===== src/logic/csr_pkg.sv =====
package csr_pkg;

	// Register offsets on the two-wire link
	localparam logic [7:0] CSR_FAST_CHARGE_OFS     = 8'h03;
	localparam logic [7:0] CSR_TERMINATION_OFS     = 8'h04;
	localparam logic [7:0] CSR_BATTERY_VOLTAGE_OFS = 8'h05;

	// Values after reset
	localparam logic [7:0] CSR_FAST_CHARGE_RST     = 8'h18;
	localparam logic [7:0] CSR_TERMINATION_RST     = 8'h02;
	localparam logic [7:0] CSR_BATTERY_VOLTAGE_RST = 8'h78;
	localparam logic [7:0] CSR_UNMAPPED_READ       = 8'h00;

	// Field positions
	localparam int CSR_RANGE_BIT = 7;
	localparam int CSR_CODE_MSB  = 6;
	localparam int CSR_CODE_LSB  = 2;
	localparam int CSR_HALT_BIT  = 1;
	localparam int CSR_HIZ_BIT   = 0;
	localparam int CSR_CUTOFF_BIT = 1;
	localparam int CSR_VCODE_MSB = 7;
	localparam int CSR_VCODE_LSB = 1;

	// Charge current, mA
	localparam logic [9:0] CSR_CHG_LOW_BASE  = 10'h005;
	localparam logic [9:0] CSR_CHG_LOW_STEP  = 10'h001;
	localparam logic [9:0] CSR_CHG_LOW_MAX   = 10'h023;
	localparam logic [9:0] CSR_CHG_HIGH_BASE = 10'h028;
	localparam logic [9:0] CSR_CHG_HIGH_STEP = 10'h00a;
	localparam logic [9:0] CSR_CHG_HIGH_MAX  = 10'h12c;
	localparam logic [4:0] CSR_CHG_CODE_EXT  = 5'h1f;

	// End and pre-charge current, units of 500 uA
	localparam logic [6:0] CSR_END_LOW_BASE  = 7'h01;
	localparam logic [6:0] CSR_END_LOW_STEP  = 7'h01;
	localparam logic [6:0] CSR_END_LOW_MAX   = 7'h0a;
	localparam logic [6:0] CSR_END_HIGH_BASE = 7'h0c;
	localparam logic [6:0] CSR_END_HIGH_STEP = 7'h02;

	// Percent selections in external current mode
	localparam logic [5:0] CSR_PCT5_CODE  = 6'h01;
	localparam logic [5:0] CSR_PCT10_CODE = 6'h02;
	localparam logic [5:0] CSR_PCT15_CODE = 6'h04;
	localparam logic [5:0] CSR_PCT20_CODE = 6'h08;
	localparam logic [4:0] CSR_PCT5  = 5'h05;
	localparam logic [4:0] CSR_PCT10 = 5'h0a;
	localparam logic [4:0] CSR_PCT15 = 5'h0f;
	localparam logic [4:0] CSR_PCT20 = 5'h14;

	// Float voltage, mV
	localparam logic [12:0] CSR_FLT_BASE = 13'h0e10;
	localparam logic [12:0] CSR_FLT_STEP = 13'h000a;
	localparam logic [12:0] CSR_FLT_MAX  = 13'h122a;

	typedef enum logic [3:0] {
		ST_IDLE,
		ST_ADDR,
		ST_ADDR_ACK,
		ST_PTR,
		ST_PTR_ACK,
		ST_WDATA,
		ST_WDATA_ACK,
		ST_RDATA,
		ST_RDATA_ACK
	} csr_state_t;

	typedef struct packed {
		logic [8:0]  charge_ma;
		logic        charge_from_pin;
		logic [6:0]  end_half_ma;
		logic        end_from_pin;
		logic        end_as_percent;
		logic [4:0]  end_percent;
		logic [12:0] float_mv;
		logic        charge_on;
		logic        high_impedance;
		logic        end_cutoff_allowed;
	} csr_setpoint_t;

endpackage


===== src/logic/csr_decode.sv =====
`timescale 1ns/10ps
module csr_decode
	import csr_pkg::*;
(
	// Stored register values
	input  wire logic [7:0] fast_charge_control,
	input  wire logic [7:0] termination_precharge_control,
	input  wire logic [7:0] battery_voltage_control,
	// Synchronised conditions
	input  wire logic       charge_res_present,
	input  wire logic       end_res_present,
	input  wire logic       only_cc_cv_loop,
	// Effective settings
	output csr_setpoint_t   decoded
);

	always_comb begin
		logic [4:0]  charge_current_code;
		logic [4:0]  end_and_precharge_code;
		logic [5:0]  end_field;
		logic [9:0]  chg_raw;
		logic [6:0]  end_raw;
		logic [12:0] flt_raw;
		logic        ext_mode;
		chg_raw = 10'h000;
		end_raw = 7'h00;
		charge_current_code =
			fast_charge_control[CSR_CODE_MSB:CSR_CODE_LSB];
		end_and_precharge_code =
			termination_precharge_control[CSR_CODE_MSB:CSR_CODE_LSB];
		end_field = termination_precharge_control[CSR_RANGE_BIT:CSR_CODE_LSB];
		ext_mode = (charge_current_code == CSR_CHG_CODE_EXT);

		if (fast_charge_control[CSR_RANGE_BIT]) begin
			chg_raw = CSR_CHG_HIGH_BASE
				+ 10'(charge_current_code) * CSR_CHG_HIGH_STEP;
			if (chg_raw > CSR_CHG_HIGH_MAX)
				chg_raw = CSR_CHG_HIGH_MAX;
		end else begin
			chg_raw = CSR_CHG_LOW_BASE
				+ 10'(charge_current_code) * CSR_CHG_LOW_STEP;
			if (chg_raw > CSR_CHG_LOW_MAX)
				chg_raw = CSR_CHG_LOW_MAX;
		end

		if (termination_precharge_control[CSR_RANGE_BIT]) begin
			end_raw = CSR_END_HIGH_BASE
				+ 7'(end_and_precharge_code) * CSR_END_HIGH_STEP;
		end else begin
			end_raw = CSR_END_LOW_BASE
				+ 7'(end_and_precharge_code) * CSR_END_LOW_STEP;
			if (end_raw > CSR_END_LOW_MAX)
				end_raw = CSR_END_LOW_MAX;
		end

		flt_raw = CSR_FLT_BASE + 13'(battery_voltage_control[
			CSR_VCODE_MSB:CSR_VCODE_LSB]) * CSR_FLT_STEP;
		if (flt_raw > CSR_FLT_MAX)
			flt_raw = CSR_FLT_MAX;

		decoded.charge_ma = chg_raw[8:0];
		// Pin wins for an all-ones code, or with the resistor while the code still holds its reset value
		decoded.charge_from_pin = ext_mode
			| (charge_res_present
			& (fast_charge_control[CSR_CODE_MSB:CSR_CODE_LSB]
			== CSR_FAST_CHARGE_RST[CSR_CODE_MSB:CSR_CODE_LSB]));
		decoded.end_half_ma = end_raw;
		decoded.end_from_pin = end_res_present
			& (end_field == CSR_TERMINATION_RST[
			CSR_RANGE_BIT:CSR_CODE_LSB]);
		decoded.end_as_percent = ext_mode;
		case (end_field)
			CSR_PCT5_CODE:  decoded.end_percent = CSR_PCT5;
			CSR_PCT10_CODE: decoded.end_percent = CSR_PCT10;
			CSR_PCT15_CODE: decoded.end_percent = CSR_PCT15;
			CSR_PCT20_CODE: decoded.end_percent = CSR_PCT20;
			default:        decoded.end_percent = 5'h00;
		endcase
		if (!ext_mode)
			decoded.end_percent = 5'h00;
		decoded.float_mv = flt_raw;
		decoded.charge_on = ~fast_charge_control[CSR_HALT_BIT];
		decoded.high_impedance = fast_charge_control[CSR_HIZ_BIT];
		decoded.end_cutoff_allowed =
			termination_precharge_control[CSR_CUTOFF_BIT]
			& only_cc_cv_loop;
	end

endmodule


===== src/logic/csr_top.sv =====
`timescale 1ns/10ps
// Behaviour
// Low range: 5 mA plus code mA.
// High range: 40 mA plus code times 10.
// Charge code sits in bits 6..2.
// Clamp charge at 35 or 300 mA.
// All-ones charge code selects resistor pin current.
// Host sets end code before all-ones.
// External mode: one-hot end code in bits 5..2 gives percent.
// Halt bit set stops charging.
// High impedance bit selects high impedance.
// Low end range: 500 uA steps.
// High end range: 6 mA plus code mA.
// End code sits in bits 6..2.
// Clamp low end range at 5 mA.
// Cutoff bit enables end-of-charge; resets to 1.
// One end code serves end and pre-charge.
// No ending unless constant current/voltage loop.
// Pin resistors may override default settings.
// Float code bits 7..1 over 3.6 V.
// Clamp float voltage at 4.65 V.
// Registers hold writes; reads return stored values.
module csr_top
	import csr_pkg::*;
#(
	// Arbitrary link address, not tied to any part
	parameter logic [6:0] DEV_ADDR = 7'h2a
) (
	// Clock and reset
	input  wire logic    clk,
	input  wire logic    arst_n,
	// Two-wire host link, open drain
	input  wire logic    scl_in,
	input  wire logic    sda_in,
	output logic         sda_out,
	output logic         sda_drive_n,
	// Analog conditions, asynchronous
	input  wire logic    charge_res_present,
	input  wire logic    end_res_present,
	input  wire logic    only_cc_cv_loop,
	// Effective settings
	output csr_setpoint_t setpoint
);

	localparam int NSYNC = 5;

	logic [NSYNC-1:0] meta_ff;
	logic [NSYNC-1:0] sync_ff;
	logic [NSYNC-1:0] nxt_meta;
	logic [NSYNC-1:0] nxt_sync;
	logic             scl_last_ff;
	logic             sda_last_ff;
	logic             nxt_scl_last;
	logic             nxt_sda_last;

	csr_state_t       state_ff;
	csr_state_t       nxt_state;
	logic [7:0]       shift_ff;
	logic [7:0]       nxt_shift;
	logic [2:0]       bitcnt_ff;
	logic [2:0]       nxt_bitcnt;
	logic [7:0]       ptr_ff;
	logic [7:0]       nxt_ptr;
	logic             drive_n_ff;
	logic             nxt_drive_n;
	logic             ack_phase_ff;
	logic             nxt_ack_phase;
	logic             rw_ff;
	logic             nxt_rw;
	logic             mack_ff;
	logic             nxt_mack;

	logic [7:0]       fast_ff;
	logic [7:0]       term_ff;
	logic [7:0]       vbat_ff;
	logic [7:0]       nxt_fast;
	logic [7:0]       nxt_term;
	logic [7:0]       nxt_vbat;
	csr_setpoint_t    setpoint_ff;
	csr_setpoint_t    decoded;

	logic             scl_s;
	logic             sda_s;
	logic             scl_rise;
	logic             scl_fall;
	logic             start_seen;
	logic             stop_seen;
	logic [7:0]       byte_in;
	logic [7:0]       rd_data;

	// Pins pass two flops before use
	always_comb begin
		nxt_meta = {only_cc_cv_loop, end_res_present, charge_res_present,
			sda_in, scl_in};
		nxt_sync = meta_ff;
		nxt_scl_last = sync_ff[0];
		nxt_sda_last = sync_ff[1];
	end

	always_ff @(posedge clk or negedge arst_n) begin
		if (!arst_n) begin
			meta_ff <= 5'h03;
			sync_ff <= 5'h03;
			scl_last_ff <= 1'b1;
			sda_last_ff <= 1'b1;
		end else begin
			meta_ff <= nxt_meta;
			sync_ff <= nxt_sync;
			scl_last_ff <= nxt_scl_last;
			sda_last_ff <= nxt_sda_last;
		end
	end

	assign scl_s = sync_ff[0];
	assign sda_s = sync_ff[1];
	assign scl_rise = scl_s & ~scl_last_ff;
	assign scl_fall = ~scl_s & scl_last_ff;
	// Data edges while the clock stays high frame a transaction
	assign start_seen = scl_s & scl_last_ff & sda_last_ff & ~sda_s;
	assign stop_seen = scl_s & scl_last_ff & ~sda_last_ff & sda_s;
	assign byte_in = {shift_ff[6:0], sda_s};

	// Reads show stored bytes, never the clamped result
	always_comb begin
		case (ptr_ff)
			CSR_FAST_CHARGE_OFS:     rd_data = fast_ff;
			CSR_TERMINATION_OFS:     rd_data = term_ff;
			CSR_BATTERY_VOLTAGE_OFS: rd_data = vbat_ff;
			default:                 rd_data = CSR_UNMAPPED_READ;
		endcase
	end

	always_comb begin
		nxt_state = state_ff;
		nxt_shift = shift_ff;
		nxt_bitcnt = bitcnt_ff;
		nxt_ptr = ptr_ff;
		nxt_drive_n = drive_n_ff;
		nxt_ack_phase = ack_phase_ff;
		nxt_rw = rw_ff;
		nxt_mack = mack_ff;
		nxt_fast = fast_ff;
		nxt_term = term_ff;
		nxt_vbat = vbat_ff;
		if (start_seen) begin
			nxt_state = ST_ADDR;
			nxt_bitcnt = 3'h0;
			nxt_drive_n = 1'b1;
			nxt_ack_phase = 1'b0;
		end else if (stop_seen) begin
			nxt_state = ST_IDLE;
			nxt_drive_n = 1'b1;
			nxt_ack_phase = 1'b0;
		end else begin
			case (state_ff)
				ST_IDLE: begin
					nxt_drive_n = 1'b1;
				end
				ST_ADDR, ST_PTR, ST_WDATA: begin
					if (scl_rise) begin
						nxt_shift = byte_in;
						nxt_bitcnt = 3'(bitcnt_ff + 3'h1);
						if (bitcnt_ff == 3'h7) begin
							case (state_ff)
								ST_ADDR: begin
									if (byte_in[7:1] == DEV_ADDR) begin
										nxt_state = ST_ADDR_ACK;
										nxt_rw = byte_in[0];
									end else begin
										// Other targets: stay silent
										nxt_state = ST_IDLE;
									end
								end
								ST_PTR: begin
									nxt_ptr = byte_in;
									nxt_state = ST_PTR_ACK;
								end
								default: begin
									case (ptr_ff)
										CSR_FAST_CHARGE_OFS:
											nxt_fast = byte_in;
										CSR_TERMINATION_OFS:
											nxt_term = byte_in;
										CSR_BATTERY_VOLTAGE_OFS:
											nxt_vbat = byte_in;
										default: ;
									endcase
									nxt_ptr = 8'(ptr_ff + 8'h01);
									nxt_state = ST_WDATA_ACK;
								end
							endcase
						end
					end
				end
				ST_ADDR_ACK, ST_PTR_ACK, ST_WDATA_ACK: begin
					if (scl_fall) begin
						if (!ack_phase_ff) begin
							nxt_drive_n = 1'b0;
							nxt_ack_phase = 1'b1;
						end else begin
							nxt_drive_n = 1'b1;
							nxt_ack_phase = 1'b0;
							nxt_bitcnt = 3'h0;
							if (state_ff == ST_ADDR_ACK && rw_ff) begin
								nxt_state = ST_RDATA;
								nxt_shift = rd_data;
								nxt_drive_n = rd_data[7];
							end else if (state_ff == ST_ADDR_ACK) begin
								nxt_state = ST_PTR;
							end else begin
								nxt_state = ST_WDATA;
							end
						end
					end
				end
				ST_RDATA: begin
					if (scl_fall) begin
						if (bitcnt_ff == 3'h7) begin
							nxt_drive_n = 1'b1;
							nxt_ptr = 8'(ptr_ff + 8'h01);
							nxt_state = ST_RDATA_ACK;
						end else begin
							nxt_shift = {shift_ff[6:0], 1'b0};
							nxt_drive_n = shift_ff[6];
							nxt_bitcnt = 3'(bitcnt_ff + 3'h1);
						end
					end
				end
				ST_RDATA_ACK: begin
					if (scl_rise) begin
						nxt_mack = ~sda_s;
					end else if (scl_fall) begin
						nxt_bitcnt = 3'h0;
						if (mack_ff) begin
							nxt_state = ST_RDATA;
							nxt_shift = rd_data;
							nxt_drive_n = rd_data[7];
						end else begin
							// Host refused more data; wait for stop
							nxt_state = ST_IDLE;
						end
					end
				end
				default: begin
					nxt_state = ST_IDLE;
					nxt_drive_n = 1'b1;
				end
			endcase
		end
	end

	always_ff @(posedge clk or negedge arst_n) begin
		if (!arst_n) begin
			state_ff <= ST_IDLE;
			shift_ff <= 8'h00;
			bitcnt_ff <= 3'h0;
			ptr_ff <= 8'h00;
			drive_n_ff <= 1'b1;
			ack_phase_ff <= 1'b0;
			rw_ff <= 1'b0;
			mack_ff <= 1'b0;
			fast_ff <= CSR_FAST_CHARGE_RST;
			term_ff <= CSR_TERMINATION_RST;
			vbat_ff <= CSR_BATTERY_VOLTAGE_RST;
		end else begin
			state_ff <= nxt_state;
			shift_ff <= nxt_shift;
			bitcnt_ff <= nxt_bitcnt;
			ptr_ff <= nxt_ptr;
			drive_n_ff <= nxt_drive_n;
			ack_phase_ff <= nxt_ack_phase;
			rw_ff <= nxt_rw;
			mack_ff <= nxt_mack;
			fast_ff <= nxt_fast;
			term_ff <= nxt_term;
			vbat_ff <= nxt_vbat;
		end
	end

	// R6 is the host's duty; decoding follows whatever order it uses
	csr_decode u_decode (
		.fast_charge_control           (fast_ff),
		.termination_precharge_control (term_ff),
		.battery_voltage_control       (vbat_ff),
		.charge_res_present            (sync_ff[2]),
		.end_res_present               (sync_ff[3]),
		.only_cc_cv_loop               (sync_ff[4]),
		.decoded                       (decoded)
	);

	// Registered so the analog side never sees decode glitches
	always_ff @(posedge clk or negedge arst_n) begin
		if (!arst_n) begin
			setpoint_ff <= '0;
		end else begin
			setpoint_ff <= decoded;
		end
	end

	assign setpoint = setpoint_ff;
	assign sda_out = 1'b0;
	assign sda_drive_n = drive_n_ff;

endmodule


===== config.mk =====
export PLATFORM = sky130hd
export DESIGN_NAME = csr_top
export DESIGN_NICKNAME = d
export VERILOG_FILES = /design/src/logic/csr_pkg.sv /design/src/logic/csr_decode.sv /design/src/logic/csr_top.sv
export SDC_FILE = /design/constraint.sdc
export NUM_CORES = 1
export LEC_CHECK = 0
export BUFFER_PORTS_ARGS = -buffer_cell sky130_fd_sc_hd__clkbuf_2
export CAP_MARGIN = 20
export CORE_MARGIN = 2
export CORE_UTILIZATION = 40
export CTS_BUF_LIST = sky130_fd_sc_hd__clkbuf_16
export DETAILED_ROUTE_END_ITERATION = 10
export PLACE_DENSITY = 0.55
export SLEW_MARGIN = 20
export SYNTH_ARGS = -nofsm -noshare
export SYNTH_HDL_FRONTEND = slang
export SYNTH_SLANG_ARGS = --single-unit

===== constraint.sdc =====
create_clock -name clk -period 3.4 [get_ports clk]
set_clock_uncertainty 0.05 [all_clocks]
set_input_delay 0.68 -clock clk [delete_from_list [all_inputs] [get_ports clk]]
set_output_delay 0.68 -clock clk [all_outputs]
set_load 0.005 [all_outputs]

; After elaboration in Yosys (flattened, before gate mapping)
; Index checks and enable logic that the tools add are counted.
[word_totals]
regBits = 102
input_bits = 7
output_inout_bits = 42
[classes]
addsub = 7
multipliers = 2
n_lt_le_gt_ge = 4
eq_ne = 50
muxes = 67
bitwise = 19
reduce_logical = 22
[op_table]
columns = operator, count
row1 = $mux 7, 11
row2 = $mux 4, 10
row3 = $mux 3, 12
row4 = $ne 4x4->1 const B, 9
row5 = $mux 8, 4
row6 = $pmux 8 s2, 2
row7 = $pmux 7 s4, 1
row8 = $reduce_and 7->1, 4
row9 = $mux 9, 3
row10 = $ne 3x3->1 const B, 9
row11 = $ne 2x2->1 const B, 13
row12 = $pmux 8 s3, 1
row13 = $pmux 4 s5, 1
row14 = $pmux 5 s4, 1
row15 = $reduce_and 9->1, 2
row16 = $eq 4x3->1 const B, 4
row17 = $eq 8x3->1 const B, 2
row18 = $mux 1, 15
row19 = $add 12x11->13 const A, 1
row20 = $gt 13x13->1 const B, 1
row21 = $mux 13, 1
row22 = $pmux 3 s4, 1
row23 = $reduce_and 12->1, 1
row24 = $add 6x9->10 const A, 1
row25 = other kinds (42), 61

; Depth between registers and ports, before layout
; Gate-level depths: netlist (run 1).
[logic_depth]
ltp_word = 8
ltp_mapped = 10

; Cells and area by module
; Synthesis (run 1) repeated with hierarchy kept, for this count alone.
[hier_totals]
hier_cells = 589
area_unflattened_um2 = 5920.7
[by_module_without_submodules]
columns = mod, n_inst, cells_per_inst, area_each_um2, seq_area_each_um2
row1 = csr_top, 1, 363, 4296.6, 2570.0
row2 = csr_decode, 1, 226, 1624.1, 0.0

; Worst setup path after synthesis (run 1)
; No wires, ideal clock.
[synth_timing]
kind = register to register
start = register vbat_ff[4]
end = register setpoint_ff, in the netlist setpoint[9]
setup_time_ps = 68
arrival_time_ps = 2969
t_required_ps = 3282
path_slack_ps = 313
path_stages_with_launch = 10
n_path_buf = 0
period_less_slack_ps = 3087
path_cell_list = dfstp_2 ha_1 ha_1 fa_1 a211oi_1 nor2_1 xnor2_1 o311a_1 o211ai_2 and4_1
[synth_lines]
columns = element, line_no
row1 = from (decl), csr_top.sv:75  ; logic [7:0] vbat_ff;
row2 = from (signal assigned), csr_top.sv:276  ; vbat_ff <= nxt_vbat;
row3 = to (signal assigned), csr_top.sv:296  ; setpoint_ff <= decoded;
row4 = to (decl), csr_top.sv:79  ; csr_setpoint_t setpoint_ff;

==> metrics.md, run 1 <==
| Metric | Value |
|---|---|
| Top-area cell type share of the netlist area | `0.389` |
| Critical-path maximum fanout | `6` |
| GR Overflow Total | `0` |
| # diodes | `0` |
| Status | `finished clean` |
| Clk sink count | `100` |
| Critical path class | `register to register` |
| Core area | `~13,000 um^2` |
| Max-slew headroom | `0.465` |
| Design area | `6280 um^2` |
| # DRC | `0` |
| I/O Buffers | `46` |
| Fill cells | `1,227` |
| Initial antenna violation count | `0` |
| Clock slew at the register clock pins of the worst setup and hold paths | `0.07 ns` |
| Clock latency on the worst-skew pair | `0.35 ns` |
| Top cells by area, synth | `dfrtp_1, ha_1, mux2_2, dfstp_2, a21oi_1` |
| Global-route wire length before repair | `20,600 um` |
| Post-layout min period | `3.17 ns` |
| Layout cells sized above 1 | `0.244` |
| Register area | `between 2000 and 3000 um^2` |
| Max cap viols | `0` |
| Post-Route Setup TNS | `0 ns` |
| Crit path capture type | `register` |
| Synth Instances | `approximately 540` |
| Yosys cell types | `77` |
| Worst r2r src | `vbat_ff[4]` |
| Area occupied by multi-input gates | `2800 um^2` |
| Largest net degree at the start of global routing | `52` |
| FFs w/ async S/R, synth | `1.00` |
| Count leader, synth | `dfrtp_1` |
| Post-synthesis cell area | `5540 um^2` |
| Post-CTS Hold Buffers | `0` |
| Yosys Warn Count | `0` |
| Yosys reg bits | `100` |
| Worst R2R End | `setpoint[9]` |
| CTS tree | `yes` |
| Final period util | `0.933` |
| Sequential cell area fraction in the yosys report | `0.455` |
| Number of vias per cell | `around 5.5` |
| WL/cell | `15.9 um` |
| CTS root buf | `clkbuf_16` |
| R2R depth | `10` |
| Placed Area | `5980 um^2` |
| Crit path arrival time | `between 3 and 4 ns` |
| Synthesized area per cell | `10.3 um^2` |
| Detailed Route WL | `12,100 um` |
| Dpl hpwl | `roughly 8600 um` |
| Post-CTS setup buffers | `0` |
| Worst hold path type | `register to register` |
| Max VDD drop | `0.237 mV` |
| Slew Limit Fails | `0` |
| Die height | `122 um` |
| Ys flop type | `dfrtp_1` |
| Area growth from synthesis to layout | `13.5%` |
| Setup crit start kind | `register` |
| Cell Rows | `42` |
| Max Freq | `0.315 GHz` |
| Power Density | `404 nW/um^2` |
| GRT Total Usage | `0.177` |
| Worst Setup SP | `vbat_ff[4]` |
| Number of flops mapped to enable cells by yosys | `0` |
| Nets | `622` |
| RSZ-0062 raised after global routing | `no` |
| TritonCTS Buffers | `9` |
| Die width | `~120 um` |
| Commonest cells in the netlist | `dfrtp_1, nand2_1, a21oi_1, mux2_2, ha_1` |
| Placer congestion estimate | `a little under 0.9` |
| Total number of vias | `between 4,000 and 5,000` |
| Leakage | `between 2 and 3 nW` |
| Worst slew pin tran | `approximately 0.8 ns` |
| CTS H-Tree Depth | `3` |
| Antenna-violating nets left | `0` |
| Post-CTS resize count | `0` |
| Req. time, crit path | `roughly 3.6 ns` |
| Post-synth top area cell | `dfrtp_1` |
| Die area | `14,800 um^2` |
| Hold path startpoint | `meta_ff[3]` |
| R2R Setup Slk | `between 0.2 and 0.25 ns` |
| First-pass iteration count of the detailed router | `5` |
| Initial DRC Count | `255` |
| Top-level I/O count | `between 40 and 50` |
| Number of global-route vias before repair | `4,079` |
| Worst Setup EP | `setpoint[9]` |
| Starting Density | `0.413` |
| Clock Tree Buf Depth | `2` |
| Final setup viols | `0` |
| Final hold vios | `0` |
==> kinds of logic (layout without fill, tap and decap cells) <==
| group | count (synthesis) | count (layout) | synth area share |
|---|---|---|---|
| mux | 38 | 38 | 0.0766 |
| xor+xnor | 21 | 21 | 0.0346 |
| flops | 100 | 100 | 0.455 |
| compound gates | 124 | 124 | 0.149 |
| buf+inv | 53 | 102 | 0.0402 |
| simple gates | 163 | 163 | 0.162 |
| other cells | 1 | 2 | 0.000677 |
| fa+ha+maj | 35 | 35 | 0.0818 |
==> final cells by class <==
cell class / instances / share of cell area
Tap cell: 176 / 0.0351
Multi-Input combinational cell: 383 / 0.445
Sequential cell: 100 / 0.401
Clock buffer: 9 / 0.0358
Timing Repair Buffer: 61 / 0.0550
Inverter: 25 / 0.0149
Clock inverter: 7 / 0.0127
==> how the worst min path moves through the flow <==
stage               cells after the start    endpoint  slack (ns)
floorplan                               0  sync_ff[2]        0.28
global placement                        0  sync_ff[3]        0.29
detailed placement                      0  sync_ff[3]        0.29
CTS                                     0  sync_ff[3]        0.31
global route                            0  sync_ff[3]        0.31
finish                                  0  sync_ff[3]        0.30
==> worst max-delay path, cell delays in order (launching register included) <==
cell	delay, ns
dfstp_2	0.56
ha_1	0.23
ha_1	0.24
fa_1	0.44
a211oi_1	0.27
buf_4	0.17
nor2_1	0.07
xnor2_1	0.17
o311a_1	0.42
o211ai_2	0.27
and4_1	0.22
==> cell usage in the layout (no fill, tap or decap), types with 3 or more instances in the layout <==
master     count
a21o_1         3
a21oi_1       34
a222oi_1       8
a22oi_1        3
a31oi_1        7
and2_1         6
and3_1         8
buf_4         16
clkbuf_16      9
clkbuf_2      45
dfrtp_1       86
dfstp_2       14
ha_1          33
inv_1         26
inv_6          4
mux2_2        34
mux2i_1        3
nand2_1       40
nand2b_1       6
nand3_1       17
nand3b_1       4
nor2_1        30
nor2b_1        3
nor3_1        14
nor3b_1        6
nor4b_1        3
o21ai_0       31
o22ai_1        3
o31ai_1        6
or2_2          4
xnor2_1       11
xor2_1         9
==> sequential cells by signal, summed over array words and instances, names as in the netlist <==
signal        cells
ack_phase_ff      1
bitcnt_ff         3
fast_ff           8
mack_ff           1
meta_ff           5
ptr_ff            8
rw_ff             1
scl_last_ff       1
sda_drive_n       1
sda_last_ff       1
setpoint         38
shift_ff          7
state_ff          4
sync_ff           5
term_ff           8
vbat_ff           8
==> where the power goes <==
group	leakage (nW)	switching, mW	total [mW]	internal, mW
Combinational	1.51	0.0864	0.159	0.0728
Sequential	1.28	0.0749	1.32	1.24
Clock	0.155	0.480	1.06	0.584
Total	2.95	0.641	2.54	1.90
==> through the flow <==
step	total power [mW]	instances	worst slack [ns]	hold WS [ns]	utilization
floorplan	1.42	536	0.313	0.281	-
global placement	1.50	745	0.297	0.286	0.446
detailed placement	1.50	745	0.257	0.290	0.446
CTS	2.58	761	0.231	0.307	0.469
global route	2.67	761	0.0407	0.311	0.469
finish	2.54	761	0.228	0.304	0.469
==> per-layer routing <==
metal | track usage | wire length (um) | up-vias
li1 | - | - | 2025
met1 | 0.254 | 5920 | 2050
met2 | 0.274 | 5560 | 86
met3 | 0.0248 | 440 | 11
met4 | 0.0618 | 163 | 0
met5 | 0 | 0 | -
No activity file was read; power rests on OpenSTA's default activity.
==> run 2, diff against run 1 <==
--- a/config.mk
+++ b/config.mk
@@ -7,6 +7,7 @@
 export LEC_CHECK = 0
 export BUFFER_PORTS_ARGS = -buffer_cell sky130_fd_sc_hd__clkbuf_2
 export CAP_MARGIN = 20
+export CORE_ASPECT_RATIO = 0.75
 export CORE_MARGIN = 2
 export CORE_UTILIZATION = 40
 export CTS_BUF_LIST = sky130_fd_sc_hd__clkbuf_16
==> run 2 against run 1 <==
Compared with the run above: worst setup slack improved by 0.012 ns; clock power barely moved; wire length rose by 3.3%; sequential power barely moved; combinational power rose by 3%; fmax rose by 0.39%; register-to-register slack barely moved; flip-flop and latch count did not move; critical path depth fell by 1.
==> metrics.md, run 2 (synthesized netlist as in run 1, its figures left out) <==
| Metric | Value |
|---|---|
| Status | `finished clean` |
| Design Power | `2.54 mW (+0.13%)` |
| Req. time, crit path | `3.64 ns (about the same)` |
| Clock latency on the worst-skew pair | `0.35 ns (about the same)` |
| Max VDD drop | `0.238 mV (+0.53%)` |
| Post-CTS setup buffers | `0 (unchanged)` |
| Global-route wire length before repair | `21,200 um (+2.9%)` |
| Max Freq | `0.316 GHz (+0.39%)` |
| Number of global-route vias before repair | `4,060 (-0.47%)` |
| Total number of vias | `4,179 (+0.17%)` |
| Fin worst setup slack | `0.240 ns (+0.0123 ns)` |
| Placer congestion estimate | `0.816 (-6.8%)` |
| Die width | `140 um (+15%)` |
| Initial DRC Count | `233 (-8.6%)` |
| Pre-CTS setup slack | `0.149 ns (-0.109 ns)` |
| Setup crit start kind | `register` |
| Crit path arrival time | `3.40 ns (about the same)` |
| Final period util | `0.929 (-0.00360)` |
| Initial antenna violation count | `0 (unchanged)` |
| Dpl hpwl | `8980 um (+4.0%)` |
| Starting Density | `0.407 (-0.00638)` |
| Die height | `106 um (-13%)` |
| Number of vias per cell | `5.51 (+0.56%)` |
| Clk sink count | `100 (unchanged)` |
| Max cap viols | `0 (unchanged)` |
| Post-CTS resize count | `0 (unchanged)` |
| Switching fraction of total power | `0.253 (+0.000915)` |
| Crit path capture type | `register` |
| Nets | `620 (-0.32%)` |
| Area growth from synthesis to layout | `13.4% (about the same)` |
| CTS root buf | `clkbuf_16` |
| Power Density | `405 nW/um^2 (+0.21%)` |
| Cell-internal power | `1.90 mW (about the same)` |
| Max reg flops | `38 (unchanged)` |
| Final setup viols | `0 (unchanged)` |
| TritonCTS Buffers | `9 (unchanged)` |
| Psw | `644 uW (+0.49%)` |
| Most frequent cells in the layout | `dfrtp_1, clkbuf_2, nand2_1` |
| GRT Total Usage | `0.180 (+0.00318)` |
| WHS | `0.245 ns (-0.0592 ns)` |
| Die area | `14,800 um^2 (about the same)` |
| Largest net degree at the start of global routing | `41 (-21%)` |
| Top-level I/O count | `49 (unchanged)` |
| # DRC | `0 (unchanged)` |
| Post-CTS Hold Buffers | `0 (unchanged)` |
| CTS H-Tree Depth | `3 (unchanged)` |
| RSZ-0062 raised after global routing | `no` |
| Post-Route Setup TNS | `0 ns (unchanged)` |
| Post-layout min period | `3.16 ns (-0.0123 ns)` |
| Critical-path maximum fanout | `6 (unchanged)` |
| Core area | `13,600 um^2 (+1.6%)` |
| GR Overflow Total | `0 (unchanged)` |
| Layout cells sized above 1 | `0.247 (+0.00255)` |
| Reg power frac | `0.516 (-0.002)` |
| Clock Power Share | `0.420 (about the same)` |
| WL/cell | `16.5 um (+3.7%)` |
| First-pass iteration count of the detailed router | `5 (unchanged)` |
| Worst hold path type | `input port to asynchronous set/reset pin` |
| Clock Tree Buf Depth | `2 (unchanged)` |
| CTS tree | `yes` |
| Clock slew at the register clock pins of the worst setup and hold paths | `0.07 ns (about the same)` |
| Antenna-violating nets left | `0 (unchanged)` |
| Detailed Route WL | `12,500 um (+3.3%)` |
| Max-slew headroom | `0.365 (-0.0997)` |
| Cell Rows | `37 (-12%)` |
| Fill cells | `1,282 (+4.5%)` |
| # diodes | `0 (unchanged)` |
| Worst slew pin tran | `0.945 ns (+0.148 ns)` |
| I/O Buffers | `46 (unchanged)` |
| Most common cell after layout, fill and taps aside | `dfrtp_1` |
| Leakage | `2.93 nW (-0.56%)` |
| Critical path class | `register to register` |
| Final hold vios | `0 (unchanged)` |
| Slew Limit Fails | `0 (unchanged)` |
| Comb pwr share | `0.064 (about the same)` |
run 2: final cells by class:
| cell class | count | area (um^2) | area share |
|---|---|---|---|
| clock buffer | 9 | 225 | 0.0359 |
| timing repair buffer | 59 | 330 | 0.0526 |
| tap | 175 | 219 | 0.0349 |
| clock inverter | 7 | 80.1 | 0.0128 |
| multi-input combinational | 383 | 2810 | 0.447 |
| inverter | 25 | 93.8 | 0.0149 |
| sequential | 100 | 2520 | 0.401 |
run 2: power groups by stage:
stage	clock network, mW	registers (mW)	logic [mW]
after floorplan	0	1.30	0.114
after global placement	0	1.33	0.158
after detailed placement	0	1.33	0.168
after CTS	1.11	1.31	0.168
after global routing	1.15	1.32	0.192
final	1.07	1.31	0.163
run 2: through the flow:
step | util | instance area [um^2] | cells
2_1_floorplan | - | 5540 | 536
3_3_place_gp | 0.438 | 5960 | 742
3_5_place_dp | 0.438 | 5960 | 742
4_1_cts | 0.460 | 6270 | 758
5_1_grt | 0.461 | 6280 | 758
6_report | 0.461 | 6280 | 758
run 2: worst paths after layout:
path	from	cells after the start	slack, ns	to
setup reg to reg	vbat_ff[4]	9	0.24	setpoint[9]
hold reg to reg	meta_ff[3]	0	0.30	sync_ff[3]
min in group clk	meta_ff[3]	0	0.30	sync_ff[3]
max in group asynchronous	arst_n	2	2.30	meta_ff[0]
setup / recovery	vbat_ff[4]	9	0.24	setpoint[9]
hold / removal	arst_n	1	0.24	setpoint[32]
run 2: layer usage:
layer	wire, um	global-route usage	up-vias
li1	-	-	2021
met1	6120	0.265	2050
met2	5630	0.271	100
met3	611	0.0368	8
met4	114	0.0436	0
met5	0	0	-
run 2: critical path, stage by stage (launching register included):
cell,delay (ns)
dfstp_2,0.56
ha_1,0.23
ha_1,0.25
fa_1,0.44
a211oi_2,0.32
nor2_1,0.13
xnor2_1,0.20
o311a_1,0.41
o211ai_2,0.28
and4_1,0.22
